`src/readout_pkg.sv`:
```
// package: register map, fields, reset values, timing and carriers for the readout block
package readout_pkg;
  // register byte offsets
  localparam logic [11:0] ctrl_addr = 12'h000;
  localparam logic [11:0] status_addr = 12'h004;
  localparam logic [11:0] exp_a_addr = 12'h008;
  localparam logic [11:0] exp_b_addr = 12'h00c;
  localparam logic [11:0] frame_a_addr = 12'h010;
  localparam logic [11:0] frame_b_addr = 12'h014;
  localparam logic [11:0] gain_a_addr = 12'h018;
  localparam logic [11:0] gain_b_addr = 12'h01c;
  localparam logic [11:0] dgain_a_addr = 12'h020;
  localparam logic [11:0] dgain_b_addr = 12'h024;
  localparam logic [11:0] ctx_addr_addr = 12'h028;
  localparam logic [11:0] ctx_data_addr = 12'h02c;
  localparam logic [11:0] position_addr = 12'h030;
  // control register fields
  localparam int ctrl_stream_bit = 0;
  localparam int ctrl_hdr_bit = 1;
  localparam int ctrl_out_sel_lsb = 2;
  localparam int ctrl_ratio_lsb = 4;
  localparam int ctrl_free_ratio_bit = 6;
  localparam int ctrl_mirror_bit = 7;
  localparam int ctrl_emb_data_bit = 8;
  localparam int ctrl_emb_stats_bit = 9;
  localparam int ctrl_slave_bit = 10;
  localparam int ctrl_global_bit = 11;
  localparam int ctrl_ctx_sel_bit = 12;
  localparam int ctrl_grab_bit = 13;
  localparam logic [31:0] ctrl_reset = 32'h0000_0000;
  // exposure register: first in low half, second in high half
  localparam logic [31:0] exp_reset = 32'h0004_0010;
  // frame register: active rows in low half, columns in high half
  localparam logic [31:0] frame_reset = 32'h0010_0008;
  localparam logic [31:0] gain_reset = 32'h0000_1010;
  localparam logic [31:0] dgain_reset = 32'h1010_1010;
  // first pixel coordinate, default readout
  localparam logic [11:0] first_col = 12'h00a;
  localparam logic [11:0] first_row = 12'h00e;
  localparam logic [11:0] extra_pix = 12'h001;
  // extra rows around the image
  localparam logic [2:0] emb_rows = 3'h2;
  // mechanical shutter exposure in microseconds, and cycles at 20 MHz
  localparam int shutter_us = 100;
  localparam int clk_mhz = 20;
  localparam int shutter_cycles = shutter_us * clk_mhz;
  // output selection
  localparam logic [1:0] out_both = 2'h0;
  localparam logic [1:0] out_first = 2'h1;
  localparam logic [1:0] out_second = 2'h2;
  // line kind tag on the stream
  typedef enum logic [2:0]
  {
    line_image_first = 3'h0,
    line_image_second = 3'h1,
    line_embedded = 3'h2,
    line_stats = 3'h3
  } line_kind_e;
  // pixel stream carrier
  typedef struct packed
  {
    logic frame_valid;
    logic line_valid;
    line_kind_e kind;
    logic [11:0] col;
    logic [11:0] row;
    logic [7:0] again;
    logic [7:0] dgain;
  } pixel_s;
  // per-context settings set
  typedef struct packed
  {
    logic [15:0] exp_first;
    logic [15:0] exp_second;
    logic [15:0] rows;
    logic [15:0] cols;
    logic [7:0] gain_first;
    logic [7:0] gain_second;
    logic [31:0] dgain;
  } ctx_s;
endpackage : readout_pkg

```
`src/frame_readout_context_control.sv`:
```
// module: rolling readout sequencer with hdr, shutter, context switching and apb registers
`timescale 1ns/1ns
// Contract
// - default first pixel is column 10, row 14
// - mirrored readout uses extra rows and columns
// - output one complete row at a time
// - linear after reset, hdr only when configured
// - hdr keeps two interleaved reset/read pointer pairs
// - ratio choices 4x, 8x, 16x, 32x
// - arbitrary ratio via second exposure row count
// - hdr outputs both, first only or second only
// - rolling mode resets then reads each row
// - reset-to-read interval equal for every row
// - exposure change staged at frame boundary
// - global reset single frame with shutter control
// - embedded data two rows before image
// - statistics two rows after image
// - slave mode frame starts only on trigger; in global mode the grab bit starts the frame without a trigger
// - context memory 256 entries of 16 bits
// - context bit selects register set a or b
// - exposure in n+1, others in n+2
// - analogue gain global, digital gain per channel
// - separate analogue gain per exposure in hdr
// - hdr exposures sent as separate interleaved lines
module frame_readout_context_control
(
  input wire logic pclk,
  input wire logic presetn,
  input wire logic psel,
  input wire logic penable,
  input wire logic pwrite,
  input wire logic [11:0] paddr,
  input wire logic [31:0] pwdata,
  output logic [31:0] prdata,
  output logic pready,
  output logic pslverr,
  input wire logic trigger,
  output logic shutter_open,
  output logic row_reset,
  output logic [11:0] reset_row,
  output readout_pkg::pixel_s pixel
);
  typedef enum logic [5:0]
  {
    st_idle = 6'b000001,
    st_shutter = 6'b000010,
    st_head = 6'b000100,
    st_image = 6'b001000,
    st_tail = 6'b010000,
    st_gap = 6'b100000
  } state_e;

  state_e state;
  state_e next_state;
  logic [31:0] ctrl;
  logic [31:0] exp_a;
  logic [31:0] exp_b;
  logic [31:0] frame_a;
  logic [31:0] frame_b;
  logic [31:0] gain_a;
  logic [31:0] gain_b;
  logic [31:0] dgain_a;
  logic [31:0] dgain_b;
  logic [7:0] ctx_ptr;
  logic [15:0] ctx_mem [0:255];
  logic [15:0] ctx_rdata;
  logic ctx_sel_frame;
  logic ctx_sel_prev;
  logic hdr_frame;
  logic [1:0] out_sel_frame;
  readout_pkg::ctx_s exp_set;
  readout_pkg::ctx_s geo_set;
  logic [15:0] row_cnt;
  logic [15:0] col_cnt;
  logic hdr_phase;
  logic [2:0] extra_cnt;
  logic [31:0] shut_cnt;
  logic [15:0] frame_count;
  logic [15:0] rst_ptr_first;
  logic [15:0] rst_ptr_second;

  // bus decode
  wire access = psel & penable;
  wire wr = access & pwrite;
  wire hit_ctrl = paddr == readout_pkg::ctrl_addr;
  wire hit_status = paddr == readout_pkg::status_addr;
  wire hit_exp_a = paddr == readout_pkg::exp_a_addr;
  wire hit_exp_b = paddr == readout_pkg::exp_b_addr;
  wire hit_frame_a = paddr == readout_pkg::frame_a_addr;
  wire hit_frame_b = paddr == readout_pkg::frame_b_addr;
  wire hit_gain_a = paddr == readout_pkg::gain_a_addr;
  wire hit_gain_b = paddr == readout_pkg::gain_b_addr;
  wire hit_dgain_a = paddr == readout_pkg::dgain_a_addr;
  wire hit_dgain_b = paddr == readout_pkg::dgain_b_addr;
  wire hit_ctx_addr = paddr == readout_pkg::ctx_addr_addr;
  wire hit_ctx_data = paddr == readout_pkg::ctx_data_addr;
  wire hit_position = paddr == readout_pkg::position_addr;
  wire hit_any = hit_ctrl | hit_status | hit_exp_a | hit_exp_b | hit_frame_a | hit_frame_b
    | hit_gain_a | hit_gain_b | hit_dgain_a | hit_dgain_b | hit_ctx_addr | hit_ctx_data
    | hit_position;

  assign pready = 1'b1;
  assign pslverr = access & ~hit_any;

  // control fields
  wire streaming = ctrl[readout_pkg::ctrl_stream_bit];
  wire hdr_on = hdr_frame; // mode held for a whole frame
  wire [1:0] out_sel = out_sel_frame;
  wire [1:0] ratio_sel = ctrl[readout_pkg::ctrl_ratio_lsb +: 2];
  wire free_ratio = ctrl[readout_pkg::ctrl_free_ratio_bit];
  wire mirror = ctrl[readout_pkg::ctrl_mirror_bit];
  wire emb_data = ctrl[readout_pkg::ctrl_emb_data_bit];
  wire emb_stats = ctrl[readout_pkg::ctrl_emb_stats_bit];
  wire slave = ctrl[readout_pkg::ctrl_slave_bit];
  wire global_mode = ctrl[readout_pkg::ctrl_global_bit];
  wire ctx_sel_req = ctrl[readout_pkg::ctrl_ctx_sel_bit];
  wire grab = ctrl[readout_pkg::ctrl_grab_bit];

  // next frame's sets: exposure takes the new select, the rest the one before
  wire [31:0] live_exp = ctx_sel_req ? exp_b : exp_a;
  wire [31:0] live_frame = ctx_sel_frame ? frame_b : frame_a;
  wire [31:0] live_gain = ctx_sel_frame ? gain_b : gain_a;
  wire [31:0] live_dgain = ctx_sel_frame ? dgain_b : dgain_a;

  // second exposure rows: fixed ratio or free count
  wire [15:0] ratio_rows = live_exp[15:0] >> (3'd2 + {1'b0, ratio_sel});
  wire [15:0] second_rows = free_ratio ? live_exp[31:16] : ratio_rows;

  // frame boundary: leaving idle, gap or shutter
  wire frame_start = (state == st_idle || state == st_gap || state == st_shutter)
    && next_state == st_head;
  wire last_row = row_cnt == geo_set.rows - 16'h0001;
  wire last_col = col_cnt == geo_set.cols - 16'h0001;
  wire hdr_second_done = ~hdr_on | hdr_phase;
  wire row_done = last_col & hdr_second_done;
  wire start_ok = slave ? trigger : 1'b1;
  wire shut_done = shut_cnt == readout_pkg::shutter_cycles - 1;

  // readout sequencer
  always_comb
  begin
    next_state = state;
    case (state)
      st_idle:
        if (global_mode)
        begin
          if (grab)
            next_state = st_shutter;
        end
        else if (streaming && start_ok)
          next_state = st_head;
      st_shutter:
        if (shut_done)
          next_state = st_head;
      st_head:
        if (!emb_data || (extra_cnt == readout_pkg::emb_rows - 3'h1 && last_col))
          next_state = st_image;
      st_image:
        if (last_row && row_done)
          next_state = emb_stats ? st_tail : st_gap;
      st_tail:
        if (extra_cnt == readout_pkg::emb_rows - 3'h1 && last_col)
          next_state = st_gap;
      st_gap:
        if (global_mode || !streaming)
          next_state = st_idle;
        else if (start_ok)
          next_state = st_head;
      default:
        next_state = st_idle;
    endcase
  end

  always_ff @(posedge pclk or negedge presetn)
  begin
    if (!presetn)
      state <= st_idle;
    else
      state <= next_state;
  end

  // register writes
  always_ff @(posedge pclk or negedge presetn)
  begin
    if (!presetn)
    begin
      ctrl <= readout_pkg::ctrl_reset;
      exp_a <= readout_pkg::exp_reset;
      exp_b <= readout_pkg::exp_reset;
      frame_a <= readout_pkg::frame_reset;
      frame_b <= readout_pkg::frame_reset;
      gain_a <= readout_pkg::gain_reset;
      gain_b <= readout_pkg::gain_reset;
      dgain_a <= readout_pkg::dgain_reset;
      dgain_b <= readout_pkg::dgain_reset;
      ctx_ptr <= 8'h00;
    end
    else
    begin
      if (wr && hit_ctrl)
        ctrl <= pwdata;
      else if (state == st_shutter && shut_done)
        ctrl[readout_pkg::ctrl_grab_bit] <= 1'b0; // one frame per grab
      if (wr && hit_exp_a)
        exp_a <= pwdata;
      if (wr && hit_exp_b)
        exp_b <= pwdata;
      if (wr && hit_frame_a)
        frame_a <= pwdata;
      if (wr && hit_frame_b)
        frame_b <= pwdata;
      if (wr && hit_gain_a)
        gain_a <= pwdata;
      if (wr && hit_gain_b)
        gain_b <= pwdata;
      if (wr && hit_dgain_a)
        dgain_a <= pwdata;
      if (wr && hit_dgain_b)
        dgain_b <= pwdata;
      if (wr && hit_ctx_addr)
        ctx_ptr <= pwdata[7:0];
      else if (access && hit_ctx_data)
        ctx_ptr <= ctx_ptr + 8'h01; // auto increment
    end
  end

  // context memory, no reset on storage
  always_ff @(posedge pclk)
  begin
    if (wr && hit_ctx_data)
      ctx_mem[ctx_ptr] <= pwdata[15:0];
  end
  assign ctx_rdata = ctx_mem[ctx_ptr];

  // context and exposure staging at frame boundaries
  always_ff @(posedge pclk or negedge presetn)
  begin
    if (!presetn)
    begin
      ctx_sel_frame <= 1'b0;
      ctx_sel_prev <= 1'b0;
      exp_set <= '0;
      geo_set <= '0;
      hdr_frame <= 1'b0;
      out_sel_frame <= 2'h0;
    end
    else if (frame_start)
    begin
      ctx_sel_frame <= ctx_sel_req;
      ctx_sel_prev <= ctx_sel_frame;
      // exposure follows the selection one frame later
      exp_set.exp_first <= live_exp[15:0];
      exp_set.exp_second <= second_rows;
      // frame size and gains lag one more frame; hdr mode and output select come from ctrl at this boundary
      geo_set.rows <= live_frame[15:0]
        + (mirror ? {4'h0, readout_pkg::extra_pix} : 16'h0000);
      geo_set.cols <= live_frame[31:16]
        + (mirror ? {4'h0, readout_pkg::extra_pix} : 16'h0000);
      geo_set.gain_first <= live_gain[7:0];
      geo_set.gain_second <= live_gain[15:8];
      geo_set.dgain <= live_dgain;
      hdr_frame <= ctrl[readout_pkg::ctrl_hdr_bit];
      out_sel_frame <= ctrl[readout_pkg::ctrl_out_sel_lsb +: 2];
    end
  end

  // row, column and extra-row counters
  always_ff @(posedge pclk or negedge presetn)
  begin
    if (!presetn)
    begin
      col_cnt <= 16'h0000;
      row_cnt <= 16'h0000;
      hdr_phase <= 1'b0;
      extra_cnt <= 3'h0;
    end
    else if (state == st_image)
    begin
      col_cnt <= last_col ? 16'h0000 : col_cnt + 16'h0001;
      if (last_col)
        hdr_phase <= hdr_on & ~hdr_phase;
      if (row_done)
        row_cnt <= last_row ? 16'h0000 : row_cnt + 16'h0001;
    end
    else if (state == st_head || state == st_tail)
    begin
      // image always starts at column zero
      col_cnt <= (last_col || next_state != state) ? 16'h0000 : col_cnt + 16'h0001;
      if (last_col)
        extra_cnt <= (next_state == state) ? extra_cnt + 3'h1 : 3'h0;
    end
    else
    begin
      col_cnt <= 16'h0000;
      row_cnt <= 16'h0000;
      hdr_phase <= 1'b0;
      extra_cnt <= 3'h0;
    end
  end

  // reset pointers lead the read pointer by the exposure rows
  always_comb
  begin
    rst_ptr_first = row_cnt + exp_set.exp_first;
    rst_ptr_second = row_cnt + exp_set.exp_second;
  end

  // shutter timer and frame counter
  always_ff @(posedge pclk or negedge presetn)
  begin
    if (!presetn)
    begin
      shut_cnt <= 32'h0;
      frame_count <= 16'h0000;
    end
    else
    begin
      shut_cnt <= (state == st_shutter) ? shut_cnt + 32'h1 : 32'h0;
      if (frame_start)
        frame_count <= frame_count + 16'h0001;
    end
  end

  // stream outputs
  wire mirror_off = mirror;
  wire [11:0] out_row = row_cnt[11:0] + readout_pkg::first_row + (mirror_off ? 12'h000 : 12'h000);
  wire [11:0] out_col = col_cnt[11:0] + readout_pkg::first_col;
  wire show_line = ~hdr_on || out_sel == readout_pkg::out_both
    || (out_sel == readout_pkg::out_first && !hdr_phase)
    || (out_sel == readout_pkg::out_second && hdr_phase);
  wire in_frame = state == st_head || state == st_image || state == st_tail;

  always_ff @(posedge pclk or negedge presetn)
  begin
    if (!presetn)
    begin
      pixel <= '0;
      shutter_open <= 1'b0;
      row_reset <= 1'b0;
      reset_row <= 12'h000;
    end
    else
    begin
      pixel.frame_valid <= in_frame;
      pixel.line_valid <= in_frame
        && (state == st_image ? show_line : (state != st_head || emb_data));
      pixel.kind <= state == st_head ? readout_pkg::line_embedded
        : state == st_tail ? readout_pkg::line_stats
        : hdr_phase ? readout_pkg::line_image_second : readout_pkg::line_image_first;
      pixel.col <= out_col;
      pixel.row <= state == st_image ? out_row : {9'h000, extra_cnt};
      pixel.again <= hdr_phase ? geo_set.gain_second : geo_set.gain_first;
      pixel.dgain <= geo_set.dgain[{row_cnt[0], col_cnt[0], 3'h0} +: 8];
      shutter_open <= state == st_shutter;
      row_reset <= state == st_image && last_col && !global_mode;
      reset_row <= (hdr_phase ? rst_ptr_second[11:0] : rst_ptr_first[11:0])
        + readout_pkg::first_row;
    end
  end

  // read mux
  always_comb
  begin
    prdata = 32'h0;
    if (hit_ctrl)
      prdata = ctrl;
    else if (hit_status)
      prdata = {frame_count, 8'h00, 1'b0, ctx_sel_prev, ctx_sel_frame, state[5:1]};
    else if (hit_exp_a)
      prdata = exp_a;
    else if (hit_exp_b)
      prdata = exp_b;
    else if (hit_frame_a)
      prdata = frame_a;
    else if (hit_frame_b)
      prdata = frame_b;
    else if (hit_gain_a)
      prdata = gain_a;
    else if (hit_gain_b)
      prdata = gain_b;
    else if (hit_dgain_a)
      prdata = dgain_a;
    else if (hit_dgain_b)
      prdata = dgain_b;
    else if (hit_ctx_addr)
      prdata = {24'h0, ctx_ptr};
    else if (hit_ctx_data)
      prdata = {16'h0, ctx_rdata};
    else if (hit_position)
      prdata = {row_cnt, col_cnt};
  end
endmodule : frame_readout_context_control

```
`config.mk`:
```
export PLATFORM = sky130hd
export DESIGN_NAME = frame_readout_context_control
export DESIGN_NICKNAME = d
export VERILOG_FILES = /design/src/readout_pkg.sv /design/src/frame_readout_context_control.sv
export SDC_FILE = /design/constraint.sdc
export NUM_CORES = 2
export LEC_CHECK = 0
export BUFFER_PORTS_ARGS = -buffer_cell sky130_fd_sc_hd__buf_4
export CAP_MARGIN = 10
export CORE_UTILIZATION = 49
export DETAILED_ROUTE_END_ITERATION = 10
export GPL_TIMING_DRIVEN = 1
export PLACE_DENSITY = 0.64
export SETUP_SLACK_MARGIN = 0.15
export SLEW_MARGIN = 0
export SYNTH_ARGS = -nofsm -noshare
export SYNTH_HDL_FRONTEND = slang
export SYNTH_SLANG_ARGS = --single-unit
```
`constraint.sdc`:
```
create_clock -name pclk -period 12.9 [get_ports pclk]
set_clock_uncertainty 0.2 [all_clocks]
set_input_delay 2.58 -clock pclk [delete_from_list [all_inputs] [get_ports pclk]]
set_output_delay 2.58 -clock pclk [all_outputs]
set_load 0.01 [all_outputs]
```
# Word-level counts from Yosys, hierarchy flattened
# Memory sizes are Yosys's and may differ from the RTL's.
# Index checks and enable logic that the tools add are counted.
[op_classes]
n_addsub = 16
multipliers = 0
n_div = 0
order_cmp = 0
eq_ne = 32
shifts = 2
mux = 59
bitwise = 22
reduce_logical = 45
[ops]
columns = ["operator", "n"]
rows = [
  ["$mux W32", 16],
  ["$mux W16", 9],
  ["$eq A12 B6 Y1 const B", 5],
  ["$mux W6", 10],
  ["$add A16 B1 Y16 const B", 3],
  ["$eq A12 B5 Y1 const B", 4],
  ["$add A12 B4 Y12 const B", 3],
  ["$mux W12", 3],
  ["$pmux W6 S6", 1],
  ["$add A32 B1 Y32 const B", 1],
  ["$eq A16 B16 Y1", 2],
  ["$eq A32 B11 Y1 const B", 1],
  ["$shiftx A32 B6 Y8", 1],
  ["$sub A16 B1 Y16 const B", 2],
  ["$mux W28", 1],
  ["$add A12 B12 Y12", 2],
  ["$eq A12 B4 Y1 const B", 2],
  ["$mux W8", 3],
  ["$logic_and A1 B1 Y1", 22],
  ["$add A16 B1 Y16", 1],
  ["$add A16 B16 Y16", 1],
  ["$shr A16 B3 Y12", 1],
  ["$or A1 B1 Y1", 13],
  ["$eq A12 B3 Y1 const B", 1],
  ["other kinds (27)", 68],
]
[word_totals]
regBits = 553
latchBits = 0
mem_bits_rw = 4096
romBits = 0
input_bits = 50
wordCells = 216
mem_count = 1
[memory_table]
columns = ["memory", "depth", "width", "read_ports", "rd_clocked_by_memory_dff", "write_ports", "line", "rtl"]
rows = [
  ["ctx_mem", 256, 16, 1, 0, 1, "frame_readout_context_control.sv:65", "logic [15:0] ctx_mem [0:255];"],
]

# Longest topological paths before layout
[logic_depth]
depth_word = 15
mapped_depth = 15
mapped_depth_nobuf = 12

# Least setup slack after synthesis
# No wires, ideal clock.
[synth_timing]
path_kind = "in2out"
from = "input paddr[9]"
to = "output prdata[6]"
arrival_time_ns = 4.873
slack_ns = 5.247
stages = 9
n_path_buf = 2
path_cell_list = "or4_1 > nor4_2 > clkbuf_1 > clkbuf_1 > o21ai_0 > nor3_1 > o2111ai_1 > nor4_1 > nor2_1"
[synth_between]
elab_chain_cells = 14
elab_cells_between_ends = 26
cone_classes = "eq/ne: 12; mux: 13; reduce/logical: 1"
[synth_lines]
columns = ["element", "line", "rtl"]
rows = [
  ["from (decl)", "frame_readout_context_control.sv:32", "input wire logic [11:0] paddr,"],
  ["$eq A12 B6 Y1", "frame_readout_context_control.sv:97", "wire hit_position = paddr == readout_pkg::position_addr;"],
  ["$mux W32", "frame_readout_context_control.sv:389", "else if (hit_position)"],
  ["$mux W32", "frame_readout_context_control.sv:387", "else if (hit_ctx_data)"],
  ["$mux W32", "frame_readout_context_control.sv:385", "else if (hit_ctx_addr)"],
  ["$mux W32", "frame_readout_context_control.sv:383", "else if (hit_dgain_b)"],
  ["$mux W32", "frame_readout_context_control.sv:381", "else if (hit_dgain_a)"],
  ["$mux W32", "frame_readout_context_control.sv:379", "else if (hit_gain_b)"],
  ["$mux W32", "frame_readout_context_control.sv:377", "else if (hit_gain_a)"],
  ["$mux W32", "frame_readout_context_control.sv:375", "else if (hit_frame_b)"],
  ["$mux W32", "frame_readout_context_control.sv:373", "else if (hit_frame_a)"],
  ["$mux W32", "frame_readout_context_control.sv:371", "else if (hit_exp_b)"],
  ["$mux W32", "frame_readout_context_control.sv:369", "else if (hit_exp_a)"],
  ["$mux W32", "frame_readout_context_control.sv:367", "else if (hit_status)"],
  ["$mux W32 (*)", "frame_readout_context_control.sv:365", "if (hit_ctrl)"],
  ["to (decl)", "frame_readout_context_control.sv:34", "output logic [31:0] prdata,"],
]
# Mark *: on every way between the ends. The rest lies on a longest branch, timed or not.

# Final worst setup path
[layout_timing]
from = "register ctx_ptr[0]"
to = "output prdata[1]"
[layout_between]
elab_chain_cells = 13
[layout_lines]
columns = ["element", "line", "rtl"]
rows = [
  ["from (decl)", "frame_readout_context_control.sv:64", "logic [7:0] ctx_ptr;"],
  ["from (signal assigned)", "frame_readout_context_control.sv:221", "ctx_ptr <= pwdata[7:0];"],
  ["from (signal assigned)", "frame_readout_context_control.sv:223", "ctx_ptr <= ctx_ptr + 8'h01;"],
  ["$mem_v2 Z256 W16", "n/a", ""],
  ["$mux W32", "frame_readout_context_control.sv:387", ""],
  ["$mux W32", "frame_readout_context_control.sv:385", ""],
  ["$mux W32", "frame_readout_context_control.sv:383", ""],
  ["$mux W32", "frame_readout_context_control.sv:381", ""],
  ["$mux W32", "frame_readout_context_control.sv:379", ""],
  ["$mux W32", "frame_readout_context_control.sv:377", ""],
  ["$mux W32", "frame_readout_context_control.sv:375", ""],
  ["$mux W32", "frame_readout_context_control.sv:373", ""],
  ["$mux W32", "frame_readout_context_control.sv:371", ""],
  ["$mux W32", "frame_readout_context_control.sv:369", ""],
  ["$mux W32", "frame_readout_context_control.sv:367", ""],
  ["$mux W32", "frame_readout_context_control.sv:365", ""],
]
# No other way between the ends.

==> results_dict.tcl <==
set metrics [dict create \
    rr_worst_depth 9 \
    tightest_slew_ps 1426 \
    cts_tree "built" \
    via_per_inst 6.524 \
    fp.coreArea_um2 376400 \
    crit_cells 10 \
    cts_hold_buf 0 \
    cp_slowest_cell "dfrtp_4" \
    fin_nets 9856 \
    first_pass_iters 7 \
    io_pins 143 \
    grt_antenna_before_repair 40 \
    clk_pin_slew_ps 60 \
    numCtsBuffers 464 \
    p_leak_nw 69.69 \
    ys_warn_count 0 \
    grt_start_max_net_pins 211 \
    hold_start "exp_set[89]" \
    startpoint "ctx_ptr[0]" \
    slew_headroom_pct 4.928 \
    ys_ff_latch 4649 \
    synth_edf_count 4096 \
    final_cell_mix "edfxtp_1, mux4_2, dfrtp_1" \
    grt_use_total_pct 29.48 \
    clock.fmax_mhz 92.43 \
    cp.buffers_inverters 3 \
    gp_congestion 0.9474 \
    period_share_pct 83.87 \
    cts.sinks 4649 \
    grt_pass1_vias 97880 \
    final_area_um2 209800 \
    initial_core_util_pct 49.37 \
    cts_root_buf "clkbuf_16" \
    post_dp_cell_area_um2 194700 \
    syn_inst 9331 \
    ys_async_sr_fraction_pct 11.90 \
    min-delay-path-class "reg -> reg" \
    ctsResizeCount 0 \
    crit_family "compound AO/OA/AOI/OAI gates" \
    insertion_delay_ps 1030 \
    layout_commonest_cell "edfxtp_1" \
    dp_slack_ps 3114 \
    ir_worst_vdd_mv 0.1282 \
    dp_hpwl_mm 356.1 \
    synth_cell_types 101 \
    die_y_um 617.8 \
    reg2reg_from "ctx_ptr[1]" \
    htree_num_levels 5 \
    rsz0062_at_grt "false" \
    post_drt_wl_per_cell_um 37.20 \
    endpoint_kind "output port" \
    rows 225 \
    crit_fanout 84 \
    maxCapViolCount 0 \
    drive_above_1_share_pct 29.56 \
    critical_path_class "reg -> out" \
    postSynthAreaPerCell_um2 19.92 \
    slew_viol_final 0 \
    post_cts_buffers 0 \
    syn_to_final_growth_pct 12.91 \
    finalWirelength_mm 565.1 \
    synth.cell_area_um2 185800 \
    hold_viol_final 0 \
    start_kind "flop" \
    setup_viol 0 \
    final.setup.tns_ps 0 \
    portBuffers 140 \
    vias 99120 \
    drt_iter0_drc 14030 \
    crit_arrival_ps 8040 \
    ys_seq_area_share_pct 73.65 \
    ys.flop_type "edfxtp_1" \
    drcViolationCount 0 \
    die_w_um 617.8 \
    path_cells "buf_12 -> buf_4 -> mux4_2 -> mux4_2 -> a2111oi_0 -> nand4_1 -> nor4_1 -> o21ai_1 -> a221o_1 -> buf_4" \
    setup_slack_ps 2081 \
    min_path_cells 2 \
    die_area_um2 381700 \
    power.density_nw_per_um2 144.1 \
    grt_pass1_wl_mm 782.6 \
    slowest_delay_ps 980 \
    power_mw 30.24 \
    detail-route-antenna-nets 0 \
    status "completed" \
    clock_path_buffers 4 \
    overflow 0 \
    cp.required_ps 10120 \
    period_needed_ps 10820 \
    syn_nets 9413 \
]
-- registers in the layout (all words and copies together) (netlist names), 32 cells and up --
name	count
pixel	44
exp_a	32
ctx_mem	4096
geo_set	80
gain_a	32
frame_b	32
shut_cnt	32
dgain_b	32
dgain_a	32
gain_b	32
ctrl	32
frame_a	32
exp_b	32
-- worst paths after layout --
kind	to	slack [ps]
max	prdata[1]	2080
min	exp_set[89]	280
max reg2reg	ctx_mem[84][5]	6800
min reg2reg	exp_set[89]	280
max in group asynchronous	reset_row[11]	8700
min in group asynchronous	geo_set[17]	1400
-- through the flow --
step	utilization, %	hold slack, ps	cells
floorplan	-	178.1	9331
global placement	51.71	258.5	14290
detailed placement	51.72	269.1	14290
CTS	55.70	284.9	15160
global route	55.73	305.6	15170
finish	55.74	281.6	15190
-- area by class of cell --
cell class | instances | area [um2]
Multi-Input combinational cell | 4080 | 47000
Clock buffer | 573 | 12240
Antenna cell | 23 | 57.56
Inverter | 44 | 172.7
Clock inverter | 294 | 2729
Tap cell | 4994 | 6248
Sequential cell | 4649 | 136900
Timing Repair Buffer | 535 | 4479
Fill cell | 28010 | 166600
-- where the power goes --
part | leakage (nW) | switching (mW) | internal [mW] | total, mW
logic | 18.6 | 0.405 | 0.101 | 0.506
clock network | 7.30 | 5.86 | 7.46 | 13.3
registers | 43.7 | 0.0166 | 16.4 | 16.4
-- worst reg2reg max path, cell delays in order (launching register included) --
cell and delay (ps):
dfrtp_4 790, buf_12 440, inv_2 690, buf_4 730, ha_1 350, and3_1 350
nand2_2 380, buf_4 530, nor2_1 930, buf_4 370
-- logic make-up (layout without fill, tap and decap cells) --
family          after synthesis  after routing  synth area share (%)
mux                        1783           1783                 17.71
xor+xnor                    162            162                0.7709
buf+inv                     602           1446                 1.497
flops                      4649           4649                 73.65
compound gates              827            827                 2.977
simple gates               1274           1274                 3.171
other cells                   2             25              0.004041
fa+ha+maj                    32             32                0.2195
-- Yosys cell counts (22+ instances only) --
library cell	count	area share, %
o21ai_0	204	0.55
nor2_1	460	0.93
nand4_1	40	0.13
nand3_1	118	0.32
a31oi_1	22	0.074
or3_1	25	0.084
dfrtp_1	532	7.2
nand2b_1	22	0.074
nor4_1	35	0.12
mux2_2	352	2.1
a22o_1	22	0.10
xnor2_1	89	0.42
a221oi_1	50	0.24
buf_1	66	0.13
clkbuf_1	296	0.60
inv_1	41	0.083
a22oi_1	90	0.36
xor2_1	72	0.34
mux2i_1	262	1.4
buf_4	63	0.25
o211ai_1	24	0.097
nor2b_1	42	0.14
edfxtp_1	4096	66
a21oi_1	138	0.37
mux4_2	1169	14
o22ai_1	90	0.30
nor3_1	54	0.15
nand2_1	367	0.74
ha_1	31	0.21
buf_2	113	0.30
-- metal layers --
| metal | track usage, % | vias up | part of all wire [%] |
|---|---|---|---|
| met5 | 0 | - | 0.059 |
| met4 | 15.74 | 18 | 6.3 |
| met3 | 6.783 | 1223 | 11 |
| met2 | 45.17 | 5679 | 46 |
| met1 | 39.57 | 52880 | 37 |
| li1 | - | 39320 | - |
Power figures use the tool's default switching activity.
